### config.mk
export PLATFORM = sky130hd
export DESIGN_NAME = drive_output_function_select
export DESIGN_NICKNAME = d
export VERILOG_FILES = /design/src/rtl/drive_output_pkg.sv /design/src/rtl/drive_output_function_select.sv
export SDC_FILE = /design/constraint.sdc
export NUM_CORES = 1
export LEC_CHECK = 0
export CAP_MARGIN = 20
export CORE_MARGIN = 4
export CORE_UTILIZATION = 45
export CTS_CLUSTER_DIAMETER = 50
export DETAILED_ROUTE_END_ITERATION = 6
export DONT_BUFFER_PORTS = 1
export GPL_ROUTABILITY_DRIVEN = 0
export GPL_TIMING_DRIVEN = 0
export PLACE_DENSITY_LB_ADDON = 0.12
export SLEW_MARGIN = 20
export SYNTH_ARGS = -nofsm -noshare
export SYNTH_HDL_FRONTEND = slang
export SYNTH_SLANG_ARGS = --single-unit
### constraint.sdc
create_clock -name pclk -period 4.2 [get_ports pclk]
set_input_delay 0.84 -clock pclk [delete_from_list [all_inputs] [get_ports pclk]]
set_output_delay 0.84 -clock pclk [all_outputs]
set_load 0.05 [all_outputs]
### src/rtl/drive_output_pkg.sv
// shared constants and types for the drive output function selector
package drive_output_pkg;
  localparam int unsigned NUM_STD_OUTPUTS = 3;
  localparam int unsigned SEL_W = 6;
  localparam logic [5:0] FS_HALT = 6'h0d;
  localparam logic [5:0] FS_LIMIT = 6'h0e;
  localparam logic [5:0] FS_TORQUE_GT = 6'h0f;
  localparam logic [5:0] FS_SPEED_GT = 6'h10;
  localparam logic [5:0] FS_POS_LIM = 6'h11;
  localparam logic [5:0] FS_SPEED_LIM = 6'h12;
  localparam logic [5:0] FS_TORQUE_LIM = 6'h13;
  localparam logic [5:0] FS_CONTACTOR = 6'h15;
  localparam logic [5:0] FS_PLC = 6'h16;
  localparam logic [5:0] FS_WARN_ANY = 6'h17;
  localparam logic [5:0] FS_WARN_FIRST = 6'h18;
  localparam logic [5:0] FS_WARN_LAST = 6'h21;
  localparam logic [5:0] FS_TABLE_ACT = 6'h22;
  localparam logic [5:0] FS_TAB_FIRST = 6'h23;
  localparam logic [5:0] FS_TAB_LAST = 6'h26;
  localparam logic [5:0] FS_BUS_FAST = 6'h27;
  localparam logic [5:0] FS_BUS_NC = 6'h28;
  localparam logic [5:0] FS_STO = 6'h37;
  localparam logic [5:0] FS_CHOPPER = 6'h38;
  localparam logic [5:0] FS_SYNC = 6'h39;
  localparam int unsigned NUM_WARN = 10;
  localparam logic [31:0] ADDR_OUT_SEL = 32'h0000_0000;
  localparam logic [31:0] ADDR_RELAY_SEL = 32'h0000_0004;
  localparam logic [31:0] ADDR_DELAY = 32'h0000_0008;
  localparam logic [31:0] ADDR_TORQUE_TH = 32'h0000_000c;
  localparam logic [31:0] ADDR_SPEED_TH = 32'h0000_0010;
  localparam logic [31:0] ADDR_WARN_LVL = 32'h0000_0014;
  localparam logic [31:0] ADDR_BUS_OUT = 32'h0000_0018;
  localparam logic [31:0] ADDR_CTRL = 32'h0000_001c;
  localparam logic [31:0] ADDR_STATUS = 32'h0000_0020;
  localparam int unsigned MS_CYCLES = 100000;
  localparam logic [15:0] DELAY_RESET_MS = 16'h0064;
  localparam int unsigned CTRL_START = 0;
  localparam int unsigned CTRL_SHUTDOWN_CLR = 1;
  typedef enum logic [2:0] {
    CT_OPEN = 3'b000,
    CT_CLOSING = 3'b001,
    CT_RUN = 3'b010,
    CT_STAGE_OFF = 3'b011,
    CT_OPENING = 3'b100
  } contactor_state_t;
  typedef struct packed {
    logic [15:0] torque;
    logic [15:0] speed;
    logic [15:0] dc_voltage;
    logic [15:0] stage_i2t;
    logic [15:0] motor_temp;
    logic [15:0] heatsink_temp;
    logic [15:0] internal_temp;
    logic [15:0] current;
    logic [15:0] motor_i2t;
  } drive_meas_t;
  typedef struct packed {
    logic halt;
    logic ref_at_limit;
    logic position_ref_limited;
    logic speed_ref_limited;
    logic torque_limited;
    logic plc_out;
    logic table_auto;
    logic table_on;
    logic [3:0] table_index;
    logic safe_torque_off_active;
    logic chopper_ok;
    logic sync_motion_engaged;
    logic nc_cycle;
  } drive_status_t;
endpackage

### src/rtl/drive_output_function_select.sv
// function selector for standard outputs and relay, with contactor sequencing
//
// The APB register port and the address map are this design's own decisions.
`timescale 1ns/100ps
`default_nettype none
// Notes on behaviour
// - code 13: output on while drive halted, any halt source
// - code 14: output on when a reference value is at its limit
// - code 15: output on while torque exceeds torque threshold
// - code 16: output on while speed exceeds speed threshold
// - codes 17,18,19: position, speed, torque limitation active
// - code 21: output drives the motor contactor via sequencing
// - code 39: output follows bus value, refreshed every 1 ms
// - code 40: output follows bus value, refreshed on nc cycle
// - code 23 any warning; 24..33 one specific warning each
// - all warnings compare against one warning level setting
// - code 34: table positioning automatic and activated
// - code 55: safe torque off active
// - code 56: chopper fault caught on falling edge of chopper status
// - contactor closes before the power stage is enabled
// - contactor stays closed until power stage off, then opens
// - relay selector on contactor function needs no outside sequencing
// - programmable delay covers contactor close and open times while the relay selector is on the contactor function
// - reference applied only after start, and after elapsed delay while the relay selector is on the contactor function
// - standard outputs active low
module drive_output_function_select (
  input wire logic pclk,
  input wire logic presetn,
  input wire logic psel,
  input wire logic penable,
  input wire logic pwrite,
  input wire logic [31:0] paddr,
  input wire logic [31:0] pwdata,
  input wire logic [3:0] pstrb,
  output logic [31:0] prdata,
  output logic pready,
  output logic pslverr,
  input wire drive_output_pkg::drive_meas_t meas,
  input wire drive_output_pkg::drive_status_t status,
  input wire logic start_enable,
  output logic [2:0] standard_output_n,
  output logic relay_out,
  output logic contactor_drive,
  output logic power_stage_enable,
  output logic reference_apply
);
  localparam int unsigned NW = drive_output_pkg::NUM_WARN;
  localparam int unsigned NO = drive_output_pkg::NUM_STD_OUTPUTS;
  logic [17:0] out_sel_ff;
  logic [5:0] relay_function_select_ff;
  logic [15:0] contactor_delay_time_ff;
  logic [15:0] torque_threshold_value_ff;
  logic [15:0] speed_threshold_value_ff;
  logic [15:0] warning_level_setting_ff;
  logic [3:0] bus_value_ff;
  logic [3:0] bus_fast_ff;
  logic [3:0] bus_nc_ff;
  logic start_ff;
  logic chopper_fault_ff;
  logic chopper_prev_ff;
  logic [16:0] ms_cnt_ff;
  logic [15:0] delay_ms_ff;
  drive_output_pkg::contactor_state_t ct_state_ff;
  drive_output_pkg::contactor_state_t nxt_ct_state;
  logic [NO-1:0] std_ff;
  logic relay_ff;
  logic contactor_ff;
  logic stage_ff;
  logic ref_ff;
  logic [31:0] prdata_ff;
  logic pslverr_ff;
  // apb decode
  wire logic access = psel && penable;
  wire logic wr = access && pwrite;
  wire logic hit_out = paddr == drive_output_pkg::ADDR_OUT_SEL;
  wire logic hit_relay = paddr == drive_output_pkg::ADDR_RELAY_SEL;
  wire logic hit_delay = paddr == drive_output_pkg::ADDR_DELAY;
  wire logic hit_tq = paddr == drive_output_pkg::ADDR_TORQUE_TH;
  wire logic hit_sp = paddr == drive_output_pkg::ADDR_SPEED_TH;
  wire logic hit_wl = paddr == drive_output_pkg::ADDR_WARN_LVL;
  wire logic hit_bus = paddr == drive_output_pkg::ADDR_BUS_OUT;
  wire logic hit_ctrl = paddr == drive_output_pkg::ADDR_CTRL;
  wire logic hit_stat = paddr == drive_output_pkg::ADDR_STATUS;
  wire logic mapped = hit_out | hit_relay | hit_delay | hit_tq | hit_sp | hit_wl | hit_bus
    | hit_ctrl | hit_stat;
  wire logic ctrl_wr = wr && hit_ctrl && pstrb[0];
  wire logic fault_clr = ctrl_wr && pwdata[drive_output_pkg::CTRL_SHUTDOWN_CLR];
  // warning comparisons, all against the single level setting
  wire logic [NW-1:0] warn_vec = {
    meas.torque >= warning_level_setting_ff,
    meas.motor_i2t >= warning_level_setting_ff,
    meas.speed >= warning_level_setting_ff,
    meas.current >= warning_level_setting_ff,
    meas.internal_temp >= warning_level_setting_ff,
    meas.heatsink_temp >= warning_level_setting_ff,
    meas.motor_temp >= warning_level_setting_ff,
    meas.stage_i2t >= warning_level_setting_ff,
    meas.dc_voltage >= warning_level_setting_ff,
    meas.dc_voltage <= ~warning_level_setting_ff
  };
  wire logic torque_above_threshold = meas.torque > torque_threshold_value_ff;
  wire logic speed_above_threshold = meas.speed > speed_threshold_value_ff;
  wire logic table_positioning_active = status.table_auto && status.table_on;
  wire logic chopper_fall = chopper_prev_ff && !status.chopper_ok;
  // map a selector code to an active-high function level
  function automatic logic pick(input logic [5:0] code, input logic ct);
    logic r;
    r = 1'b0;
    case (code)
      drive_output_pkg::FS_HALT: r = status.halt;
      drive_output_pkg::FS_LIMIT: r = status.ref_at_limit;
      drive_output_pkg::FS_TORQUE_GT: r = torque_above_threshold;
      drive_output_pkg::FS_SPEED_GT: r = speed_above_threshold;
      drive_output_pkg::FS_POS_LIM: r = status.position_ref_limited;
      drive_output_pkg::FS_SPEED_LIM: r = status.speed_ref_limited;
      drive_output_pkg::FS_TORQUE_LIM: r = status.torque_limited;
      drive_output_pkg::FS_CONTACTOR: r = ct;
      drive_output_pkg::FS_PLC: r = status.plc_out;
      drive_output_pkg::FS_WARN_ANY: r = |warn_vec;
      drive_output_pkg::FS_TABLE_ACT: r = table_positioning_active;
      drive_output_pkg::FS_BUS_FAST: r = bus_fast_ff[0];
      drive_output_pkg::FS_BUS_NC: r = bus_nc_ff[0];
      drive_output_pkg::FS_STO: r = status.safe_torque_off_active;
      drive_output_pkg::FS_CHOPPER: r = chopper_fault_ff;
      drive_output_pkg::FS_SYNC: r = status.sync_motion_engaged;
      default: begin
        if (code >= drive_output_pkg::FS_WARN_FIRST && code <= drive_output_pkg::FS_WARN_LAST) begin
          r = warn_vec[4'(code - drive_output_pkg::FS_WARN_FIRST)];
        end else if (code >= drive_output_pkg::FS_TAB_FIRST
                     && code <= drive_output_pkg::FS_TAB_LAST) begin
          r = status.table_index[2'(code - drive_output_pkg::FS_TAB_FIRST)];
        end else begin
          r = 1'b0;
        end
      end
    endcase
    return r;
  endfunction
  // contactor sequencing
  wire logic ct_enabled = relay_function_select_ff == drive_output_pkg::FS_CONTACTOR;
  wire logic run_req = start_ff && start_enable;
  wire logic ms_tick = ms_cnt_ff == 17'(drive_output_pkg::MS_CYCLES - 1);
  wire logic delay_done = delay_ms_ff >= contactor_delay_time_ff;
  always_comb begin
    nxt_ct_state = ct_state_ff;
    case (ct_state_ff)
      drive_output_pkg::CT_OPEN: begin
        if (run_req) begin
          nxt_ct_state = drive_output_pkg::CT_CLOSING;
        end
      end
      drive_output_pkg::CT_CLOSING: begin
        if (!run_req) begin
          nxt_ct_state = drive_output_pkg::CT_OPENING;
        end else if (delay_done || !ct_enabled) begin
          nxt_ct_state = drive_output_pkg::CT_RUN;
        end
      end
      drive_output_pkg::CT_RUN: begin
        if (!run_req) begin
          nxt_ct_state = drive_output_pkg::CT_STAGE_OFF;
        end
      end
      drive_output_pkg::CT_STAGE_OFF: begin
        nxt_ct_state = drive_output_pkg::CT_OPENING;
      end
      drive_output_pkg::CT_OPENING: begin
        if (delay_done || !ct_enabled) begin
          nxt_ct_state = drive_output_pkg::CT_OPEN;
        end
      end
      default: nxt_ct_state = drive_output_pkg::CT_OPEN;
    endcase
  end
  wire logic nxt_contactor = nxt_ct_state != drive_output_pkg::CT_OPEN;
  wire logic nxt_stage = nxt_ct_state == drive_output_pkg::CT_RUN;
  wire logic ct_moving = ct_state_ff == drive_output_pkg::CT_CLOSING
    || ct_state_ff == drive_output_pkg::CT_OPENING;
  wire logic [31:0] rd_mux = hit_out ? {14'h0000, out_sel_ff}
    : hit_relay ? {26'h0000000, relay_function_select_ff}
    : hit_delay ? {16'h0000, contactor_delay_time_ff}
    : hit_tq ? {16'h0000, torque_threshold_value_ff}
    : hit_sp ? {16'h0000, speed_threshold_value_ff}
    : hit_wl ? {16'h0000, warning_level_setting_ff}
    : hit_bus ? {28'h0000000, bus_value_ff}
    : hit_ctrl ? {31'h00000000, start_ff}
    : hit_stat ? {19'h00000, warn_vec, ct_state_ff}
    : 32'h0000_0000;
  always_ff @(posedge pclk or negedge presetn) begin
    if (!presetn) begin
      out_sel_ff <= 18'h00000;
      relay_function_select_ff <= 6'h00;
      contactor_delay_time_ff <= drive_output_pkg::DELAY_RESET_MS;
      torque_threshold_value_ff <= 16'hffff;
      speed_threshold_value_ff <= 16'hffff;
      warning_level_setting_ff <= 16'hffff;
      bus_value_ff <= 4'h0;
      start_ff <= 1'b0;
    end else if (wr && mapped) begin
      if (hit_out) begin
        out_sel_ff <= pwdata[17:0];
      end
      if (hit_relay) begin
        relay_function_select_ff <= pwdata[5:0];
      end
      if (hit_delay) begin
        contactor_delay_time_ff <= pwdata[15:0];
      end
      if (hit_tq) begin
        torque_threshold_value_ff <= pwdata[15:0];
      end
      if (hit_sp) begin
        speed_threshold_value_ff <= pwdata[15:0];
      end
      if (hit_wl) begin
        warning_level_setting_ff <= pwdata[15:0];
      end
      if (hit_bus) begin
        bus_value_ff <= pwdata[3:0];
      end
      if (ctrl_wr) begin
        start_ff <= pwdata[drive_output_pkg::CTRL_START];
      end
    end
  end
  always_ff @(posedge pclk or negedge presetn) begin
    if (!presetn) begin
      ms_cnt_ff <= 17'h00000;
      bus_fast_ff <= 4'h0;
      bus_nc_ff <= 4'h0;
    end else begin
      ms_cnt_ff <= ms_tick ? 17'h00000 : ms_cnt_ff + 17'h00001;
      if (ms_tick) begin
        bus_fast_ff <= bus_value_ff;
      end
      if (status.nc_cycle) begin
        bus_nc_ff <= bus_value_ff;
      end
    end
  end
  always_ff @(posedge pclk or negedge presetn) begin
    if (!presetn) begin
      chopper_prev_ff <= 1'b1;
      chopper_fault_ff <= 1'b0;
    end else begin
      chopper_prev_ff <= status.chopper_ok;
      // a new fault edge wins over a clear in the same cycle
      chopper_fault_ff <= chopper_fall | (chopper_fault_ff & ~fault_clr);
    end
  end
  always_ff @(posedge pclk or negedge presetn) begin
    if (!presetn) begin
      ct_state_ff <= drive_output_pkg::CT_OPEN;
      delay_ms_ff <= 16'h0000;
    end else begin
      ct_state_ff <= nxt_ct_state;
      if (nxt_ct_state != ct_state_ff || !ct_moving) begin
        delay_ms_ff <= 16'h0000;
      end else if (ms_tick && !delay_done) begin
        delay_ms_ff <= delay_ms_ff + 16'h0001;
      end
    end
  end
  always_ff @(posedge pclk or negedge presetn) begin
    if (!presetn) begin
      contactor_ff <= 1'b0;
      stage_ff <= 1'b0;
      ref_ff <= 1'b0;
      relay_ff <= 1'b0;
    end else begin
      contactor_ff <= nxt_contactor;
      stage_ff <= nxt_stage;
      ref_ff <= nxt_stage && run_req;
      relay_ff <= pick(relay_function_select_ff, nxt_contactor);
    end
  end
  genvar gi;
  for (gi = 0; gi < NO; gi++) begin : g_std
    always_ff @(posedge pclk or negedge presetn) begin
      if (!presetn) begin
        std_ff[gi] <= 1'b1;
      end else begin
        std_ff[gi] <= ~pick(out_sel_ff[gi*6 +: 6], nxt_contactor);
      end
    end
  end
  always_ff @(posedge pclk or negedge presetn) begin
    if (!presetn) begin
      prdata_ff <= 32'h0000_0000;
      pslverr_ff <= 1'b0;
    end else if (psel && !penable) begin
      prdata_ff <= rd_mux;
      pslverr_ff <= !mapped;
    end
  end
  // no wait state: read data captured in setup, presented in access
  assign pready = 1'b1;
  assign prdata = prdata_ff;
  assign pslverr = pslverr_ff;
  assign standard_output_n = std_ff;
  assign relay_out = relay_ff;
  assign contactor_drive = contactor_ff;
  assign power_stage_enable = stage_ff;
  assign reference_apply = ref_ff;
  a_stage_needs_contactor: assert property (@(posedge pclk) disable iff (!presetn)
    power_stage_enable |-> contactor_drive) else $error("stage on with contactor open");
  a_open_after_stage: assert property (@(posedge pclk) disable iff (!presetn)
    $fell(contactor_drive) |-> !power_stage_enable && !$past(power_stage_enable))
    else $error("contactor opened with stage on");
  a_ref_needs_stage: assert property (@(posedge pclk) disable iff (!presetn)
    reference_apply |-> power_stage_enable && contactor_drive && $past(run_req))
    else $error("ref without stage");
  a_close_delay: assert property (@(posedge pclk) disable iff (!presetn)
    $rose(power_stage_enable) && ct_enabled |-> delay_done || $past(delay_done))
    else $error("stage on before delay");
  a_chop_edge: assert property (@(posedge pclk) disable iff (!presetn)
    chopper_fall |=> chopper_fault_ff) else $error("chopper edge lost");
  a_halt_out: assert property (@(posedge pclk) disable iff (!presetn)
    out_sel_ff[5:0] == drive_output_pkg::FS_HALT && $stable(out_sel_ff) && status.halt
    |=> !standard_output_n[0]) else $error("halt not low");
  a_undef_off: assert property (@(posedge pclk) disable iff (!presetn)
    $past(out_sel_ff[5:0]) == 6'h14 |-> standard_output_n[0]) else $error("undef active");
  a_torque_out: assert property (@(posedge pclk) disable iff (!presetn)
    relay_function_select_ff == drive_output_pkg::FS_TORQUE_GT && $stable(relay_function_select_ff)
    |=> relay_out == $past(torque_above_threshold)) else $error("torque relay");
  a_fast_bus: assert property (@(posedge pclk) disable iff (!presetn)
    !ms_tick |=> $stable(bus_fast_ff)) else $error("bus out off tick");
  a_limit_out: assert property (@(posedge pclk) disable iff (!presetn)
    out_sel_ff[5:0] == drive_output_pkg::FS_LIMIT
    |=> standard_output_n[0] == !$past(status.ref_at_limit))
    else $error("limit out");
  a_speed_out: assert property (@(posedge pclk) disable iff (!presetn)
    out_sel_ff[11:6] == drive_output_pkg::FS_SPEED_GT
    |=> standard_output_n[1] == !$past(speed_above_threshold))
    else $error("speed out");
  a_poslim_out: assert property (@(posedge pclk) disable iff (!presetn)
    out_sel_ff[5:0] == drive_output_pkg::FS_POS_LIM
    |=> standard_output_n[0] == !$past(status.position_ref_limited))
    else $error("position limit out");
  a_warn_any: assert property (@(posedge pclk) disable iff (!presetn)
    out_sel_ff[11:6] == drive_output_pkg::FS_WARN_ANY
    |=> standard_output_n[1] == !$past(|warn_vec))
    else $error("warning out");
  a_table_act: assert property (@(posedge pclk) disable iff (!presetn)
    out_sel_ff[5:0] == drive_output_pkg::FS_TABLE_ACT
    |=> standard_output_n[0] == !$past(table_positioning_active))
    else $error("table active out");
  a_sto_out: assert property (@(posedge pclk) disable iff (!presetn)
    out_sel_ff[5:0] == drive_output_pkg::FS_STO
    |=> standard_output_n[0] == !$past(status.safe_torque_off_active))
    else $error("sto out");
  a_tab_bit: assert property (@(posedge pclk) disable iff (!presetn)
    out_sel_ff[5:0] == drive_output_pkg::FS_TAB_FIRST
    |=> standard_output_n[0] == !$past(status.table_index[0]))
    else $error("table bit out");
  a_relay_contactor: assert property (@(posedge pclk) disable iff (!presetn)
    ct_enabled |=> relay_out == contactor_drive)
    else $error("relay not contactor");
  a_nc_latch: assert property (@(posedge pclk) disable iff (!presetn)
    status.nc_cycle |=> bus_nc_ff == $past(bus_value_ff))
    else $error("nc latch missed");
  a_nc_hold: assert property (@(posedge pclk) disable iff (!presetn)
    !status.nc_cycle |=> $stable(bus_nc_ff))
    else $error("nc out off cycle");
  a_close_first: assert property (@(posedge pclk) disable iff (!presetn)
    $rose(contactor_drive) |-> !power_stage_enable)
    else $error("stage on at close");
  a_stage_off_first: assert property (@(posedge pclk) disable iff (!presetn)
    $fell(power_stage_enable) |-> contactor_drive)
    else $error("contactor open at stage off");
  c_run: cover property (@(posedge pclk) disable iff (!presetn) $rose(reference_apply));
  c_shutdown: cover property (@(posedge pclk) disable iff (!presetn) $fell(contactor_drive));
  c_chop: cover property (@(posedge pclk) disable iff (!presetn) $rose(chopper_fault_ff));
  c_relay_ct: cover property (@(posedge pclk) disable iff (!presetn)
    ct_enabled && $rose(contactor_drive));
  c_nc_out: cover property (@(posedge pclk) disable iff (!presetn) $rose(bus_nc_ff[0]));
endmodule
`default_nettype wire

==> flow_metrics.tcl <==
set metrics [dict create \
    grt_max_degree 160 \
    drv_slew 0 \
    avgSynthCellArea_um2 9.09 \
    total_power_mw 3.57 \
    dp.cells 1958 \
    synthCells 1549 \
    clkSinkCount 159 \
    arrival_ps 4190 \
    synth_edf_count 0 \
    nFillCells 2958 \
    antenna-diode-count 0 \
    ys_ff_latch 159 \
    power_density_nw_per_um2 234 \
    max_freq_mhz 258 \
    fp.dieH_um 185 \
    final_common_cell "ha_1" \
    cts_buffer_depth 2 \
    wl_mm 46.7 \
    yosys_warnings 0 \
    layout-drive-gt1-share_pct 9.22 \
    cts_tree "yes" \
    crit-reg2reg-launch "warning_level_setting_ff[2]" \
    start_kind "flip-flop" \
    worst_hold_slack_ps 93.6 \
    drtAntennaViolNets 0 \
    netlist_area_um2 14100 \
    numCtsBuffers 17 \
    num_rows 64 \
    dr.pass1.iters 7 \
    crit_start "warning_level_setting_ff[2]" \
    ys.flop_type "dfrtp_1" \
    final_cell_mix "ha_1, nand2_1, inv_1, a21oi_1, dfrtp_1" \
    rsz0062_at_grt "no" \
    required_ps 4520 \
    slew_headroom_pct 25.3 \
    setup_violations 0 \
    critPathKind "flip-flop to flip-flop" \
    endpoint_kind "flip-flop" \
    worst_pin_slew_ps 1120 \
    viasPerCell 6.15 \
    ios 275 \
    vdd_drop_max_mv 0.300 \
    synth_top_area_share_pct 20.4 \
    period_needed_ps 3870 \
    drt_iter0_drc 1165 \
    portBuffers 0 \
    hold_viol 0 \
    initial_core_util_pct 45.8 \
    grt_antenna_before_repair 1 \
    area_delta_synth_final_pct 8.44 \
    synth.area.top_cells "ha_1, dfrtp_1, dfstp_2" \
    drv_cap 0 \
    yosysTopAreaCell "ha_1" \
    final-instance-count-excl-fill 1990 \
    grt_pass1_vias 12185 \
    clk_pin_slew_ps 70 \
    skew_ps 11.7 \
    dpl.hpwl_mm 36.8 \
    status "finished clean" \
    ys_seq_area_share_pct 28.8 \
    r2r_slack_ps 330 \
    core_um2 30700 \
    fin_setup_tns_ps 0 \
    cp_max_fo 9 \
    chipWidth_um 185 \
    fin_crit_sh_pct 92.2 \
    grt_pass1_wl_mm 71.1 \
    stdcell_area_um2 15300 \
    worst_hold_path_type "input port to async pin" \
    overflow 0 \
    wl_per_cell_um 23.5 \
    dieArea_um2 34200 \
    synth.distinct_cells 86 \
    grt.total_usage_pct 27.1 \
    final_nets 2045 \
    clk_latency_ps 450 \
    route.vias.total 12243 \
    postPlaceCellArea_um2 14600 \
    cts.root.buffer_cell "clkbuf_16" \
    p_leak_nw 6.49 \
    cts_max_level 4 \
    async_flop_share_pct 100 \
    drc_errors 0 \
]
## what timing repair did
| item | in CTS | in global routing |
|---|---|---|
| setup endpoints to repair | 0 | 2 |
| resized for setup | 0 | 1 |
| hold buffers | 0 | 0 |
| buffers inserted | 0 | 0 |
## area by class of cell
type	instances	area, um^2	share of cell area [%]
clock buffer	23	531	3.48
sequential	159	4050	26.5
multi-input combinational	1229	9370	61.4
buffer	65	319	2.09
inverter	109	409	2.68
tap	396	495	3.25
clock inverter	9	92.6	0.607
## Yosys cell counts (6+ instances only)
master and n:
a2111oi_0 6, a211oi_1 15, a21o_1 16, a21oi_1 105
a221oi_1 12, a222oi_1 9, a22oi_1 19, a31oi_1 14
a32oi_1 7, and3_1 20, and4_1 14, buf_2 12
buf_4 16, clkbuf_1 35, dfrtp_1 104, dfstp_2 55
ha_1 230, inv_1 105, mux2_1 86, mux2_2 9
mux2i_1 12, nand2_1 125, nand2b_1 15, nand3_1 44
nand4_1 23, nor2_1 86, nor2b_1 30, nor3_1 18
nor3b_1 9, nor4_1 15, o211ai_1 14, o21a_1 6
o21ai_0 56, o21ai_1 46, o22ai_1 9, o31ai_1 13
or3_1 10, xnor2_1 14, xor2_1 11
## stage by stage
stage,utilization (%),worst slack [ps]
finish,49.6,327
global route,49.6,98.9
CTS,49.6,149
detailed placement,47.6,153
global placement,47.6,-200
floorplan,-,887
## worst max-delay path, cell delays in order (launching register included)
cell and delay, ps:
dfstp_2 580, inv_1 200, ha_1 350, a211oi_1 230, o21ai_1 110, a211oi_1 450, o21ai_1 450, a221oi_1 420
o211ai_1 130, or4_1 460, a221o_1 360
## sequential cells by signal, summed over array words and instances, names as in the netlist, 3 cells and up
name	flops
standard_output_n	3
contactor_delay_time_ff	16
out_sel_ff	18
torque_threshold_value_ff	16
delay_ms_ff	16
ms_cnt_ff	17
ct_state_ff	3
relay_function_select_ff	6
bus_value_ff	4
prdata	18
speed_threshold_value_ff	16
warning_level_setting_ff	16
## cells by family (layout without fill, tap and decap cells)
group,count (synthesis),count (layout),share of synthesized area (%)
and+or+nand+nor,452,452,16.8
adders and majority gates,230,230,20.4
AOI/OAI and AO/OA,399,399,18.6
buffers and inverters,174,206,5.17
DFF,159,159,28.8
other,2,15,0.0533
xor gates and xnor gates,25,25,1.56
muxes,108,108,8.61
## path summary, 6_finish.rpt
path / endpoint / cells after the start
min: out_sel_ff[17] / 0
min in group pclk: chopper_prev_ff / 0
max in group asynchronous: standard_output_n[2] / 0
min reg2reg: bus_value_ff[1] / 1
max: relay_out / 10
max reg2reg: relay_out / 10
## per-layer routing
layer  routed length (um)  up-vias  GRT usage [%]  part of all wire [%]
met5                    0        -              0                     0
met4                 1770        0           9.81                   3.8
met3                 4440       94           8.09                   9.5
met2                20800      479           42.7                    44
met1                19700     5865           35.3                    42
li1                     -     5805              -                     -
## where the power goes
part	switching, mW	internal (mW)	leakage, nW
registers	0.0513	1.55	1.93
logic	0.202	0.131	4.25
clock network	0.681	0.955	0.307
(Power assumes the default switching activity.)
